[src/rtl/tiw_pkg.sv]
// Constants shared by the timer, interrupt and watchdog unit
package tiw_pkg;
	// ==========================================================
	// Register addresses
	localparam logic [7:0] TIW_ADDR_MODE     = 8'hF1;
	localparam logic [7:0] TIW_ADDR_CNT1     = 8'hF2;
	localparam logic [7:0] TIW_ADDR_COUNTER_ONE_PRESCALE     = 8'hF3;
	localparam logic [7:0] TIW_ADDR_CNT0     = 8'hF4;
	localparam logic [7:0] TIW_ADDR_COUNTER_ZERO_PRESCALE     = 8'hF5;
	localparam logic [7:0] TIW_ADDR_PRIO     = 8'hF9;
	localparam logic [7:0] TIW_ADDR_REQ      = 8'hFA;
	localparam logic [7:0] TIW_ADDR_MASK     = 8'hFB;
	// ==========================================================
	// Timer mode control fields
	localparam int TIW_MODE_LOAD0  = 0;
	localparam int TIW_MODE_RUN0   = 1;
	localparam int TIW_MODE_LOAD1  = 2;
	localparam int TIW_MODE_RUN1   = 3;
	localparam int TIW_MODE_IN_LO  = 4;
	localparam int TIW_MODE_OUT_LO = 6;
	// Prescale register fields
	localparam int TIW_PRE_CONT    = 0;
	localparam int TIW_PRE_INTCLK  = 1;
	localparam int TIW_PRE_DIV_LO  = 2;
	// Mask register global enable bit
	localparam int TIW_MASK_GLOBAL = 7;
	// ==========================================================
	// Reset values
	localparam logic [7:0] TIW_MODE_RST = 8'h00;
	localparam logic [7:0] TIW_REQ_RST  = 8'h00;
	localparam logic [7:0] TIW_MASK_RST = 8'h00;
	// ==========================================================
	// Timing
	localparam int TIW_CLK_HZ      = 10_000_000;
	localparam int TIW_POR_MS      = 40;
	localparam int TIW_WDT_MS      = 10;
	localparam int TIW_POR_CYCLES  = TIW_CLK_HZ / 1000 * TIW_POR_MS;
	localparam int TIW_WDT_CYCLES  = TIW_CLK_HZ / 1000 * TIW_WDT_MS;
	localparam int TIW_INT_DIV     = 4;
	localparam logic [7:0] TIW_WDT_OPCODE = 8'h5F;
	localparam int TIW_NUM_REQ     = 6;
	// ==========================================================
	// External input selections for counter one
	typedef enum logic [1:0] {
		TIW_IN_EXT_CLK  = 2'b00,
		TIW_IN_GATE     = 2'b01,
		TIW_IN_TRIG_NR  = 2'b11,
		TIW_IN_TRIG_RT  = 2'b10
	} tiw_in_mode_e;
	// Timer output selections
	typedef enum logic [1:0] {
		TIW_OUT_CNT1  = 2'b00,
		TIW_OUT_CNT0  = 2'b01,
		TIW_OUT_CLK   = 2'b11,
		TIW_OUT_OFF   = 2'b10
	} tiw_out_sel_e;
endpackage

[src/rtl/tiw_counter.sv]
// One prescaled 8-bit down-counter
`timescale 1ns/100ps
`default_nettype none
module tiw_counter
	import tiw_pkg::*;
#(
	parameter int PRE_W = 6,
	parameter int CNT_W = 8
) (
	input  wire logic             clock_i,
	input  wire logic             rst_b_i,
	input  wire logic             tick_i,
	input  wire logic             run_i,
	input  wire logic             load_i,
	input  wire logic             cont_i,
	input  wire logic [PRE_W-1:0] div_i,
	input  wire logic [CNT_W-1:0] init_i,
	output logic      [CNT_W-1:0] count_o,
	output logic                  end_o,
	output logic                  toggle_o
);
	initial begin
		if (PRE_W < 1 || CNT_W < 1) begin
			$error("tiw_counter: widths must be positive");
		end
	end

	logic [PRE_W-1:0] pre_r;
	logic             active_r;

	// ==========================================================
	// Prescaler: div 0 stands for the full range
	always_ff @(posedge clock_i or negedge rst_b_i) begin
		if (!rst_b_i) begin
			pre_r <= '0;
		end else if (load_i) begin
			pre_r <= div_i - PRE_W'(1);
		end else if (active_r && tick_i) begin
			pre_r <= (pre_r == '0) ? div_i - PRE_W'(1) : pre_r - PRE_W'(1);
		end
	end

	// ==========================================================
	// Counter; load value 0 means full range
	always_ff @(posedge clock_i or negedge rst_b_i) begin
		if (!rst_b_i) begin
			count_o  <= '0;
			active_r <= 1'b0;
			end_o    <= 1'b0;
			toggle_o <= 1'b0;
		end else begin
			end_o <= 1'b0;
			if (load_i) begin
				count_o  <= init_i;
				active_r <= run_i;
			end else begin
				if (!run_i) begin
					active_r <= 1'b0;
				end else if (!active_r && count_o != '0) begin
					active_r <= 1'b1;
				end
				if (active_r && tick_i && pre_r == '0) begin
					count_o <= count_o - CNT_W'(1);
					if (count_o == CNT_W'(1)) begin
						end_o    <= 1'b1;
						toggle_o <= ~toggle_o;
						if (cont_i) begin
							count_o <= init_i;
						end else begin
							active_r <= 1'b0;
						end
					end
				end
			end
		end
	end
endmodule
`default_nettype wire

[src/rtl/tiw_intc.sv]
// Interrupt request latch, mask and priority select
`timescale 1ns/100ps
`default_nettype none
module tiw_intc
	import tiw_pkg::*;
(
	input  wire logic       clock_i,
	input  wire logic       rst_b_i,
	input  wire logic [5:0] set_i,
	input  wire logic [5:0] sw_clr_i,
	input  wire logic       sw_wr_i,
	input  wire logic [5:0] sw_data_i,
	input  wire logic [7:0] mask_i,
	input  wire logic [5:0] prio_i,
	input  wire logic       ack_i,
	output logic      [5:0] req_o,
	output logic            irq_o,
	output logic      [2:0] id_o,
	output logic      [3:0] vector_o
);
	logic [5:0] req_nxt;
	logic [5:0] live;
	logic [2:0] pick;
	logic       any;

	// Fixed rotation of the six requests chosen by priority bits
	function automatic logic [2:0] tiw_choose(input logic [5:0] p, input logic [5:0] v);
		logic [2:0] r;
		r = 3'd0;
		for (int i = TIW_NUM_REQ - 1; i >= 0; i--) begin
			if (v[(i + int'(p[2:0])) % TIW_NUM_REQ]) begin
				r = 3'((i + int'(p[2:0])) % TIW_NUM_REQ);
			end
		end
		return r;
	endfunction

	always_comb begin
		live = req_o & mask_i[5:0] & {6{mask_i[TIW_MASK_GLOBAL]}};
		any  = |live;
		pick = tiw_choose(prio_i, live);
		req_nxt = req_o;
		if (sw_wr_i) begin
			req_nxt = sw_data_i;
		end
		req_nxt = req_nxt & ~sw_clr_i;
		if (ack_i) begin
			req_nxt[id_o] = 1'b0;
		end
		req_nxt = req_nxt | set_i;
	end

	always_ff @(posedge clock_i or negedge rst_b_i) begin
		if (!rst_b_i) begin
			req_o    <= TIW_REQ_RST[5:0];
			irq_o    <= 1'b0;
			id_o     <= 3'd0;
			vector_o <= 4'd0;
		end else begin
			req_o    <= req_nxt;
			irq_o    <= any && !ack_i;
			id_o     <= pick;
			vector_o <= {pick, 1'b0};
		end
	end
endmodule
`default_nettype wire

[src/rtl/tiw_top.sv]
// Timer, interrupt and watchdog unit top level
`timescale 1ns/100ps
`default_nettype none
module tiw_top
	import tiw_pkg::*;
#(
	parameter int POR_CYCLES = TIW_POR_CYCLES,
	parameter int WDT_CYCLES = TIW_WDT_CYCLES
) (
	input  wire logic       clock_i,
	input  wire logic       rst_b_i,
	input  wire logic [7:0] reg_addr_i,
	input  wire logic [7:0] reg_wdata_i,
	input  wire logic       reg_wr_i,
	input  wire logic       reg_rd_i,
	output logic      [7:0] reg_rdata_o,
	input  wire logic [7:0] opcode_i,
	input  wire logic       opcode_valid_i,
	input  wire logic       int_ack_i,
	input  wire logic       port3_line_one_i,
	input  wire logic       port3_line_two_i,
	input  wire logic       port3_line_three_i,
	output logic            port3_line_six_o,
	output logic            int_req_o,
	output logic      [3:0] int_vector_o,
	output logic            int_disable_o,
	output logic            core_hold_o,
	output logic            sys_reset_o
);
	initial begin
		if (POR_CYCLES < 1 || WDT_CYCLES < 1) begin
			$error("tiw_top: counts must be at least one");
		end
	end

	// ==========================================================
	// Registers
	logic [7:0] mode_r;
	logic [7:0] counter_zero_prescale_r;
	logic [7:0] counter_one_prescale_r;
	logic [7:0] init0_r;
	logic [7:0] init1_r;
	logic [7:0] mask_r;
	logic [5:0] prio_r;
	logic       load0_p;
	logic       load1_p;
	logic       req_wr_p;
	logic       soft_rst;

	always_ff @(posedge clock_i or negedge rst_b_i) begin
		if (!rst_b_i) begin
			mode_r   <= TIW_MODE_RST;
			counter_zero_prescale_r   <= 8'h00;
			counter_one_prescale_r   <= 8'h00;
			init0_r  <= 8'h00;
			init1_r  <= 8'h00;
			mask_r   <= TIW_MASK_RST;
			prio_r   <= 6'h00;
			load0_p  <= 1'b0;
			load1_p  <= 1'b0;
			req_wr_p <= 1'b0;
		end else if (soft_rst) begin
			mode_r   <= TIW_MODE_RST;
			mask_r   <= TIW_MASK_RST;
			load0_p  <= 1'b0;
			load1_p  <= 1'b0;
			req_wr_p <= 1'b0;
		end else begin
			load0_p  <= 1'b0;
			load1_p  <= 1'b0;
			req_wr_p <= 1'b0;
			if (int_ack_i) begin
				mask_r[TIW_MASK_GLOBAL] <= 1'b0;
			end
			if (reg_wr_i) begin
				if (reg_addr_i == TIW_ADDR_MODE) begin
					mode_r  <= reg_wdata_i;
					load0_p <= reg_wdata_i[TIW_MODE_LOAD0];
					load1_p <= reg_wdata_i[TIW_MODE_LOAD1];
				end else if (reg_addr_i == TIW_ADDR_CNT1) begin
					init1_r <= reg_wdata_i;
				end else if (reg_addr_i == TIW_ADDR_COUNTER_ONE_PRESCALE) begin
					counter_one_prescale_r <= reg_wdata_i;
				end else if (reg_addr_i == TIW_ADDR_CNT0) begin
					init0_r <= reg_wdata_i;
				end else if (reg_addr_i == TIW_ADDR_COUNTER_ZERO_PRESCALE) begin
					counter_zero_prescale_r <= reg_wdata_i;
				end else if (reg_addr_i == TIW_ADDR_PRIO) begin
					prio_r <= reg_wdata_i[5:0];
				end else if (reg_addr_i == TIW_ADDR_REQ) begin
					req_wr_p <= 1'b1;
				end else if (reg_addr_i == TIW_ADDR_MASK) begin
					mask_r <= reg_wdata_i;
				end
			end
		end
	end

	// ==========================================================
	// Pin synchronisers: change accepted when stages two and three agree
	logic [2:0] pin_raw;
	logic [2:0] s1_r;
	logic [2:0] s2_r;
	logic [2:0] s3_r;
	logic [2:0] pin_r;
	logic [2:0] pin_d_r;

	assign pin_raw = {port3_line_three_i, port3_line_two_i, port3_line_one_i};

	always_ff @(posedge clock_i or negedge rst_b_i) begin
		if (!rst_b_i) begin
			s1_r    <= 3'b111;
			s2_r    <= 3'b111;
			s3_r    <= 3'b111;
			pin_r   <= 3'b111;
			pin_d_r <= 3'b111;
		end else begin
			s1_r    <= pin_raw;
			s2_r    <= s1_r;
			s3_r    <= s2_r;
			pin_r   <= (s2_r & s3_r) | (pin_r & (s2_r ^ s3_r));
			pin_d_r <= pin_r;
		end
	end

	logic [2:0] fall;
	logic       rise_two;
	assign fall     = pin_d_r & ~pin_r;
	assign rise_two = ~pin_d_r[1] & pin_r[1];

	// ==========================================================
	// Internal clock: processor clock divided by four
	logic [1:0] div4_r;
	logic       int_tick;
	logic       int_clk_r;

	always_ff @(posedge clock_i or negedge rst_b_i) begin
		if (!rst_b_i) begin
			div4_r    <= 2'd0;
			int_clk_r <= 1'b0;
		end else begin
			div4_r <= div4_r + 2'd1;
			if (div4_r[0]) begin
				int_clk_r <= ~int_clk_r;
			end
		end
	end
	assign int_tick = (div4_r == 2'(TIW_INT_DIV - 1));

	// ==========================================================
	// Counter one input conditioning
	tiw_in_mode_e in_mode;
	logic         gate_open_r;
	logic         trig_fire;
	logic         tick1;
	logic         run1;
	logic         load1_any;
	logic         end0;
	logic         end1;
	logic         tog0;
	logic         tog1;
	logic [7:0]   cnt0;
	logic [7:0]   cnt1;
	logic         c1_busy_r;

	assign in_mode = tiw_in_mode_e'(mode_r[TIW_MODE_IN_LO +: 2]);

	always_ff @(posedge clock_i or negedge rst_b_i) begin
		if (!rst_b_i) begin
			c1_busy_r <= 1'b0;
		end else if (load1_any) begin
			c1_busy_r <= 1'b1;
		end else if (end1 && !counter_one_prescale_r[TIW_PRE_CONT]) begin
			c1_busy_r <= 1'b0;
		end
	end

	always_comb begin
		gate_open_r = pin_r[0];
		trig_fire   = 1'b0;
		if (in_mode == TIW_IN_TRIG_RT) begin
			trig_fire = fall[0];
		end else if (in_mode == TIW_IN_TRIG_NR) begin
			trig_fire = fall[0] && !c1_busy_r;
		end
		if (!counter_one_prescale_r[TIW_PRE_INTCLK] && in_mode == TIW_IN_EXT_CLK) begin
			tick1 = fall[0];
		end else if (!counter_one_prescale_r[TIW_PRE_INTCLK] && in_mode == TIW_IN_GATE) begin
			tick1 = int_tick && gate_open_r;
		end else if (!counter_one_prescale_r[TIW_PRE_INTCLK]) begin
			tick1 = int_tick;
		end else if (mode_r[TIW_MODE_OUT_LO +: 2] == TIW_OUT_CNT0) begin
			tick1 = end0;
		end else begin
			tick1 = int_tick;
		end
	end

	assign load1_any = load1_p || (mode_r[TIW_MODE_RUN1] && trig_fire);
	assign run1      = mode_r[TIW_MODE_RUN1];

	// ==========================================================
	// Counters
	tiw_counter #(
		.PRE_W (6),
		.CNT_W (8)
	) u_counter_zero (
		.clock_i  (clock_i),
		.rst_b_i  (rst_b_i),
		.tick_i   (int_tick),
		.run_i    (mode_r[TIW_MODE_RUN0]),
		.load_i   (load0_p),
		.cont_i   (counter_zero_prescale_r[TIW_PRE_CONT]),
		.div_i    (counter_zero_prescale_r[7:TIW_PRE_DIV_LO]),
		.init_i   (init0_r),
		.count_o  (cnt0),
		.end_o    (end0),
		.toggle_o (tog0)
	);

	tiw_counter #(
		.PRE_W (6),
		.CNT_W (8)
	) u_counter_one (
		.clock_i  (clock_i),
		.rst_b_i  (rst_b_i),
		.tick_i   (tick1),
		.run_i    (run1),
		.load_i   (load1_any),
		.cont_i   (counter_one_prescale_r[TIW_PRE_CONT]),
		.div_i    (counter_one_prescale_r[7:TIW_PRE_DIV_LO]),
		.init_i   (init1_r),
		.count_o  (cnt1),
		.end_o    (end1),
		.toggle_o (tog1)
	);

	// ==========================================================
	// Timer output pin
	always_ff @(posedge clock_i or negedge rst_b_i) begin
		if (!rst_b_i) begin
			port3_line_six_o <= 1'b0;
		end else begin
			case (tiw_out_sel_e'(mode_r[TIW_MODE_OUT_LO +: 2]))
				TIW_OUT_CNT0: port3_line_six_o <= tog0;
				TIW_OUT_CNT1: port3_line_six_o <= tog1;
				TIW_OUT_CLK:  port3_line_six_o <= int_clk_r;
				default:      port3_line_six_o <= 1'b0;
			endcase
		end
	end

	// ==========================================================
	// Interrupt controller
	logic [5:0] req_set;
	logic [5:0] req_val;
	logic [2:0] int_id;
	logic [5:0] reg_wdata_q_r;

	// Bit order: 0 line two fall, 1 line three fall, 2 line one fall, 3 line two rise
	assign req_set = {end1, end0, rise_two, fall[0], fall[2], fall[1]};

	tiw_intc u_intc (
		.clock_i   (clock_i),
		.rst_b_i   (rst_b_i && !soft_rst),
		.set_i     (req_set),
		.sw_clr_i  (6'h00),
		.sw_wr_i   (req_wr_p),
		.sw_data_i (reg_wdata_q_r),
		.mask_i    (mask_r),
		.prio_i    (prio_r),
		.ack_i     (int_ack_i),
		.req_o     (req_val),
		.irq_o     (int_req_o),
		.id_o      (int_id),
		.vector_o  (int_vector_o)
	);

	always_ff @(posedge clock_i or negedge rst_b_i) begin
		if (!rst_b_i) begin
			reg_wdata_q_r <= 6'h00;
			int_disable_o <= 1'b1;
		end else begin
			if (reg_wr_i) begin
				reg_wdata_q_r <= reg_wdata_i[5:0];
			end
			int_disable_o <= !mask_r[TIW_MASK_GLOBAL];
		end
	end

	// ==========================================================
	// Read-back: counters live, prescalers and priority read as zero
	always_ff @(posedge clock_i or negedge rst_b_i) begin
		if (!rst_b_i) begin
			reg_rdata_o <= 8'h00;
		end else if (reg_rd_i) begin
			if (reg_addr_i == TIW_ADDR_MODE) begin
				reg_rdata_o <= mode_r;
			end else if (reg_addr_i == TIW_ADDR_CNT1) begin
				reg_rdata_o <= cnt1;
			end else if (reg_addr_i == TIW_ADDR_CNT0) begin
				reg_rdata_o <= cnt0;
			end else if (reg_addr_i == TIW_ADDR_REQ) begin
				reg_rdata_o <= {2'b00, req_val};
			end else if (reg_addr_i == TIW_ADDR_MASK) begin
				reg_rdata_o <= mask_r;
			end else begin
				reg_rdata_o <= 8'h00;
			end
		end
	end

	// ==========================================================
	// Watchdog and power-on hold-off
	logic        wdt_en_r;
	logic [31:0] wdt_cnt_r;
	logic [31:0] por_cnt_r;
	logic        wdt_kick;

	assign wdt_kick = opcode_valid_i && opcode_i == TIW_WDT_OPCODE && !core_hold_o;
	assign soft_rst = sys_reset_o;

	always_ff @(posedge clock_i or negedge rst_b_i) begin
		if (!rst_b_i) begin
			wdt_en_r    <= 1'b0;
			wdt_cnt_r   <= 32'd0;
			sys_reset_o <= 1'b0;
		end else begin
			sys_reset_o <= 1'b0;
			if (sys_reset_o) begin
				wdt_en_r  <= 1'b0;
				wdt_cnt_r <= 32'd0;
			end else if (wdt_kick) begin
				wdt_en_r  <= 1'b1;
				wdt_cnt_r <= 32'd0;
			end else if (wdt_en_r) begin
				if (wdt_cnt_r == 32'(WDT_CYCLES - 1)) begin
					sys_reset_o <= 1'b1;
				end else begin
					wdt_cnt_r <= wdt_cnt_r + 32'd1;
				end
			end
		end
	end

	always_ff @(posedge clock_i or negedge rst_b_i) begin
		if (!rst_b_i) begin
			por_cnt_r   <= 32'd0;
			core_hold_o <= 1'b1;
		end else if (sys_reset_o) begin
			por_cnt_r   <= 32'd0;
			core_hold_o <= 1'b1;
		end else if (core_hold_o) begin
			if (por_cnt_r == 32'(POR_CYCLES - 1)) begin
				core_hold_o <= 1'b0;
			end else begin
				por_cnt_r <= por_cnt_r + 32'd1;
			end
		end
	end
endmodule
`default_nettype wire

[config.mk]
export PLATFORM = sky130hd
export DESIGN_NAME = tiw_top
export DESIGN_NICKNAME = d
export VERILOG_FILES = /design/src/rtl/tiw_pkg.sv /design/src/rtl/tiw_counter.sv /design/src/rtl/tiw_intc.sv /design/src/rtl/tiw_top.sv
export SDC_FILE = /design/constraint.sdc
export NUM_CORES = 1
export LEC_CHECK = 0
export ABC_CLOCK_PERIOD_IN_PS = 3820
export BUFFER_PORTS_ARGS = -buffer_cell sky130_fd_sc_hd__buf_2
export CAP_MARGIN = 40
export CORE_MARGIN = 2
export CORE_UTILIZATION = 50
export CTS_BUF_LIST = sky130_fd_sc_hd__clkbuf_16
export CTS_CLUSTER_DIAMETER = 120
export DETAILED_ROUTE_END_ITERATION = 10
export PLACE_DENSITY = 0.67
export REMOVE_ABC_BUFFERS = 1
export SYNTH_ARGS = -nofsm -noshare
export SYNTH_HDL_FRONTEND = slang
export SYNTH_HIERARCHICAL = 1
export SYNTH_SLANG_ARGS = --single-unit
[constraint.sdc]
create_clock -name clock_i -period 3.82 [get_ports clock_i]
set_input_delay 0.191 -clock clock_i [delete_from_list [all_inputs] [get_ports clock_i]]
set_output_delay 0.191 -clock clock_i [all_outputs]
set_load 0.01 [all_outputs]
======== Yosys cells after proc, flatten, opt, wreduce, memory -nomap -nowiden ========
Index checks and enable logic that the tools add are counted.
word-level totals
  logic and storage cells ................. 296
  output and inout bits ................... 17
  bits in registers ....................... 200
  input bits .............................. 33
cells by class
  equality and inequality tests ........... 28
  mux-type cells .......................... 119
  reduce and logical (&&, ||, !) cells .... 56
  $lt $le $gt $ge ......................... 8
  div/mod/pow operators ................... 6
  bitwise logic cells ..................... 24
  $add $sub $neg .......................... 14
operators with widths
  kind                   count
  $mux 32                7
  $mux 8                 26
  $lt 32x5->1 const B    6
  $mod 32x4->32 const B  5
  $add 32x1->32 const B  2
  $eq 8x8->1 const B     8
  $mux 1                 64
  $mux 6                 8
  $eq 32x17->1 const B   1
  $eq 32x19->1 const B   1
  $mod 4x4->32 const B   1
  $sub 6x1->6 const B    4
  $reduce_bool 2->1      10
  $and 6x6->6            3
  $bmux 1 s3             6
  $mux 3                 6
  $logic_and 1x1->1      17
  $eq 8x1->1 const B     2
  $ne 2x2->1 const B     8
  $reduce_bool 8->1      2
  $sub 8x1->8 const B    2
  $logic_not 6->1        2
  $not 1->1              12
  $and 3x3->3            3
  other kinds (31)       49

======== Longest topological paths before layout ========
  word-level depth ........................ 11
  gate-level depth with buffers ........... 11
  gate-level depth less buffers ........... 11

======== By module ========
The synthesis kept the hierarchy.
modules (own cells, without submodules)
  module       seq. area each (um^2)  instances  cells an instance  area an instance (um^2)
  tiw_top      3975.1                 1          666                7310.8
  tiw_counter  425.4                  2          130                1222.4
  tiw_intc     250.2                  1          198                1626.6

======== Least setup slack after synthesis ========
Ideal clock, no wire load.
  path type ............................... flip-flop to flip-flop
  start point ............................. reg prio_r[1]
  end point ............................... reg u_intc.vector_o[1]
  path slack .............................. 0.872 ns
  arrival ................................. 2.877 ns
  cell stages (with the launch flop) ...... 12
  required time ........................... 3.749 ns
  cells stage by stage .................... dfrtp_1 inv_1 ha_1 a21oi_1 inv_1 ha_1 and3b_4 or3_1 o221ai_2 nor2b_1 a2111o_1 nand4_1
on the way
  cells in the longest elaborated chain, start to end .. 11
  elaborated cells on any way between the ends .. 35
ends and longest elaborated chain
  what                                       RTL line                        RTL
  start, declared                            tiw_top.sv:44                   logic [5:0] prio_r;
  start signal, assigned                     tiw_top.sv:89                   prio_r <= reg_wdata_i[5:0];
  $add 3x3->4                                tiw_intc.sv:31, tiw_intc.sv:32
  $mod 32x4->32                              tiw_intc.sv:31, tiw_intc.sv:32
  $bmux 1 s3                                 tiw_intc.sv:31                  if (v[(i + int'(p[2:0])) % TIW_NUM_REQ]) begin
  $mux 1 (implied by the code) (2 in a row)  tiw_intc.sv:31
  $mux 3 (5 in a row)                        tiw_intc.sv:31
  $mux 3 *                                   tiw_intc.sv:31
  via u_intc.pick[0]                         tiw_intc.sv:23                  logic [2:0] pick;
  end signal, assigned                       tiw_intc.sv:63                  vector_o <= {pick, 1'b0};
  end, declared                              tiw_intc.sv:19                  output logic [3:0] vector_o
The timed path passes the listed nets; every way through them passes the cells marked *. The select of a mux whose other input is x is not followed.
A chain may end at the register's enable or synchronous reset.

======== Final worst setup path ========
  start point ............................. reg prio_r[1]
  end point ............................... reg u_intc.vector_o[2]
Same word-level chain as after synthesis.

==> flow_summary.yaml <==
outcome:
  status: "finished, final reports clean"
clock_tree:
  worstSkewPairLatency_ns: 0.44
  clk_pin_slew_ns: 0.07
  cts_tree: "yes"
  cts_setup_buffers: 0
  clockRootBuffer: "clkbuf_16"
  cts_num_sinks: 199
  htreeDepth: 4
  cts_resized: 0
  cts_buffer_depth: 2
  cts_made_buffers: 17
route:
  antenna_left: 0
  routed_wl_mm: 25.5
  avgRoutedWirePerCell_um: 17.4
  via_per_inst: 5.94
  drc: 0
  drt_iter0_markers: 530
  first_pass_iters: 5
  via_count: 8685
place:
  place.gp.congestion: 0.856
  place_area_sq_um: 11800
  dp_hpwl_mm: 17.5
  io_buffer_count: 48
grt:
  grt_pass1_vias: 8455
  use_met1: 0.314
  overflow: 0
  grt_use_met2: 0.359
  grt_pass1_wl_mm: 43.0
  use_met3: 0.0380
  track_usage: 0.223
  busiest_layer: "met2"
  antenna_found_initial: 0
  grt_max_degree: 82
timing:
  final-max-slew-violation-count: 0
  worst_pin_slew_ns: 0.747
  fin_tns_setup_ns: 0
  fmax_mhz: 296
  finalSetupViolations: 0
  period_share: 0.884
  rsz0062_at_grt: "false"
  clock_skew_ns: 0.0143
  hold_viol_final: 0
  fin_crit_ns: 3.38
  holdWs_ns: 0.147
  relSlewSlack: 0.498
setup_path:
  cp_slowest_cell: "dfrtp_1"
  r2r-start: "prio_r[1]$_DFFE_PN0P_"
  cp-startpoint: "prio_r[1]$_DFFE_PN0P_"
  crit_chain: "inv_1 > ha_1 > a21oi_1 > inv_1 > ha_1 > and3b_4 > or3_1 > o221ai_2 > nand2b_1 > o221a_1 > o41ai_2"
  max_stage_delay_ns: 0.51
  cp_top_family: "compound AO/OA/AOI/OAI gates"
  path_class: "reg2reg"
  worstPathRequired_ns: 4.15
  cp_max_fo: 9
  worst-path-buf-inv: 2
  startpoint_type: "register"
  cp-end-kind: "register"
  cp.arrival_ns: 3.70
die:
  fp.dieH_um: 154
  initial_core_util: 0.513
  row_count: 54
  die_area_sq_um: 23800
  die-width_um: 154
  ios: 50
  coreArea_sq_um: 22000
power:
  p_leak_uw: 0.00544
  power_density_nw_per_um2: 458
  ir_drop_v: 0.000302
flow_run:
  drv_cap: 0
layout:
  drive_gt1_frac: 0.168
  diodes: 0
  final_nets: 1234
  design_area_sq_um: 12400
  area_growth_pct: 9.97
  utilization: 0.565
yosys:
  synthesis.area_sq_um: 11300
  synth_warnings: 6
  synthCells: 1118
  syn_avg_cell_area_sq_um: 10.1
hold_path:
  hold_start: "reg_wdata_i[4]"
  hold_path.class: "in2reg"
-- final timing paths --
check                                               endpoint  slack, ns  cells after the start
worst max-delay path            u_intc/vector_o[2]$_DFF_PN0_       0.44                     11
worst min-delay path                   mode_r[4]$_DFFE_PN0P_       0.15                      3
worst max register to register  u_intc/vector_o[2]$_DFF_PN0_       0.44                     11
worst min register to register             s2_r[1]$_DFF_PN1_       0.36                      0
max in group asynchronous              mode_r[1]$_DFFE_PN0P_       2.25                      3
min in group asynchronous          por_cnt_r[30]$_DFFE_PN0P_       0.34                      2
-- power by group --
group          leakage [uW]  switching (uW)  internal [uW]  total (uW)
Combinational       0.00262             722            554        1280
Sequential          0.00255             319           2340        2660
Clock              0.000277             833            914        1750
Total               0.00544            1870           3810        5680
-- final cells by class --
type	count	area [sq um]
repair buffers	62	367
flip-flops and latches	199	5000
inverters	49	186
well taps	280	350
clock inverters	15	145
clock buffers	17	425
multi-input cells	840	5920
fillers	1916	9560
-- flip-flops by register name, indices dropped and copies added (netlist names), 7 cells and up --
| register | cells |
|---|---|
| por_cnt_r | 32 |
| wdt_cnt_r | 32 |
| counter_one_prescale_r | 8 |
| init0_r | 8 |
| init1_r | 8 |
| mask_r | 8 |
| mode_r | 8 |
| reg_rdata_o | 8 |
| u_counter_one/count_o | 8 |
| u_counter_zero/count_o | 8 |
| counter_zero_prescale_r | 7 |
-- worst min-delay path: cells and delay by family --
family | cells | cell delay [ns]
AOI/OAI and AO/OA | 1 | 0.06
buffers and inverters | 1 | 0.18
and+or+nand+nor | 1 | 0.11
-- repair_timing --
action	CTS	global route
hold buffers	5	0
endpoints found under the hold margin	79	0
endpoints found under the setup margin	0	0
-- cells in the final DEF (no fill, tap or decap), drive strengths merged, types with 6 or more instances in the layout --
| cell | n |
|---|---|
| nor2 | 83 |
| clkinv | 8 |
| nand3 | 44 |
| nor2b | 13 |
| inv | 54 |
| dfrtp | 182 |
| or4 | 11 |
| and4 | 8 |
| or3 | 25 |
| a22oi | 12 |
| nand4 | 33 |
| dfstp | 17 |
| nand2b | 19 |
| and3 | 18 |
| nand4b | 6 |
| o2bb2ai | 9 |
| o211ai | 9 |
| buf | 56 |
| a21oi | 66 |
| o21ai | 55 |
| xnor2 | 20 |
| xor2 | 30 |
| nor4 | 18 |
| a21o | 13 |
| nor3b | 8 |
| mux2 | 42 |
| o31ai | 7 |
| a211oi | 13 |
| and2 | 9 |
| mux2i | 33 |
| ha | 32 |
| nand2 | 81 |
| conb | 7 |
| o22ai | 13 |
| nor3 | 25 |
| nor4b | 12 |
| clkbuf | 18 |
-- metrics by stage --
step / instances / power, uW / setup slack, ns
floorplan: 1088 / 3590 / 0.838
global placement: 1422 / 3920 / 0.566
detailed placement: 1424 / 3960 / 0.487
CTS: 1461 / 5730 / 0.460
global route: 1462 / 6020 / 0.169
finish: 1462 / 5680 / 0.443
-- per-layer routing --
layer  up-vias  share of wire
met3        19          0.038
met5         -              0
li1       4220              -
met2       169           0.47
met1      4277           0.48
met4         0          0.012
No activity file was read; power rests on OpenSTA's default activity.
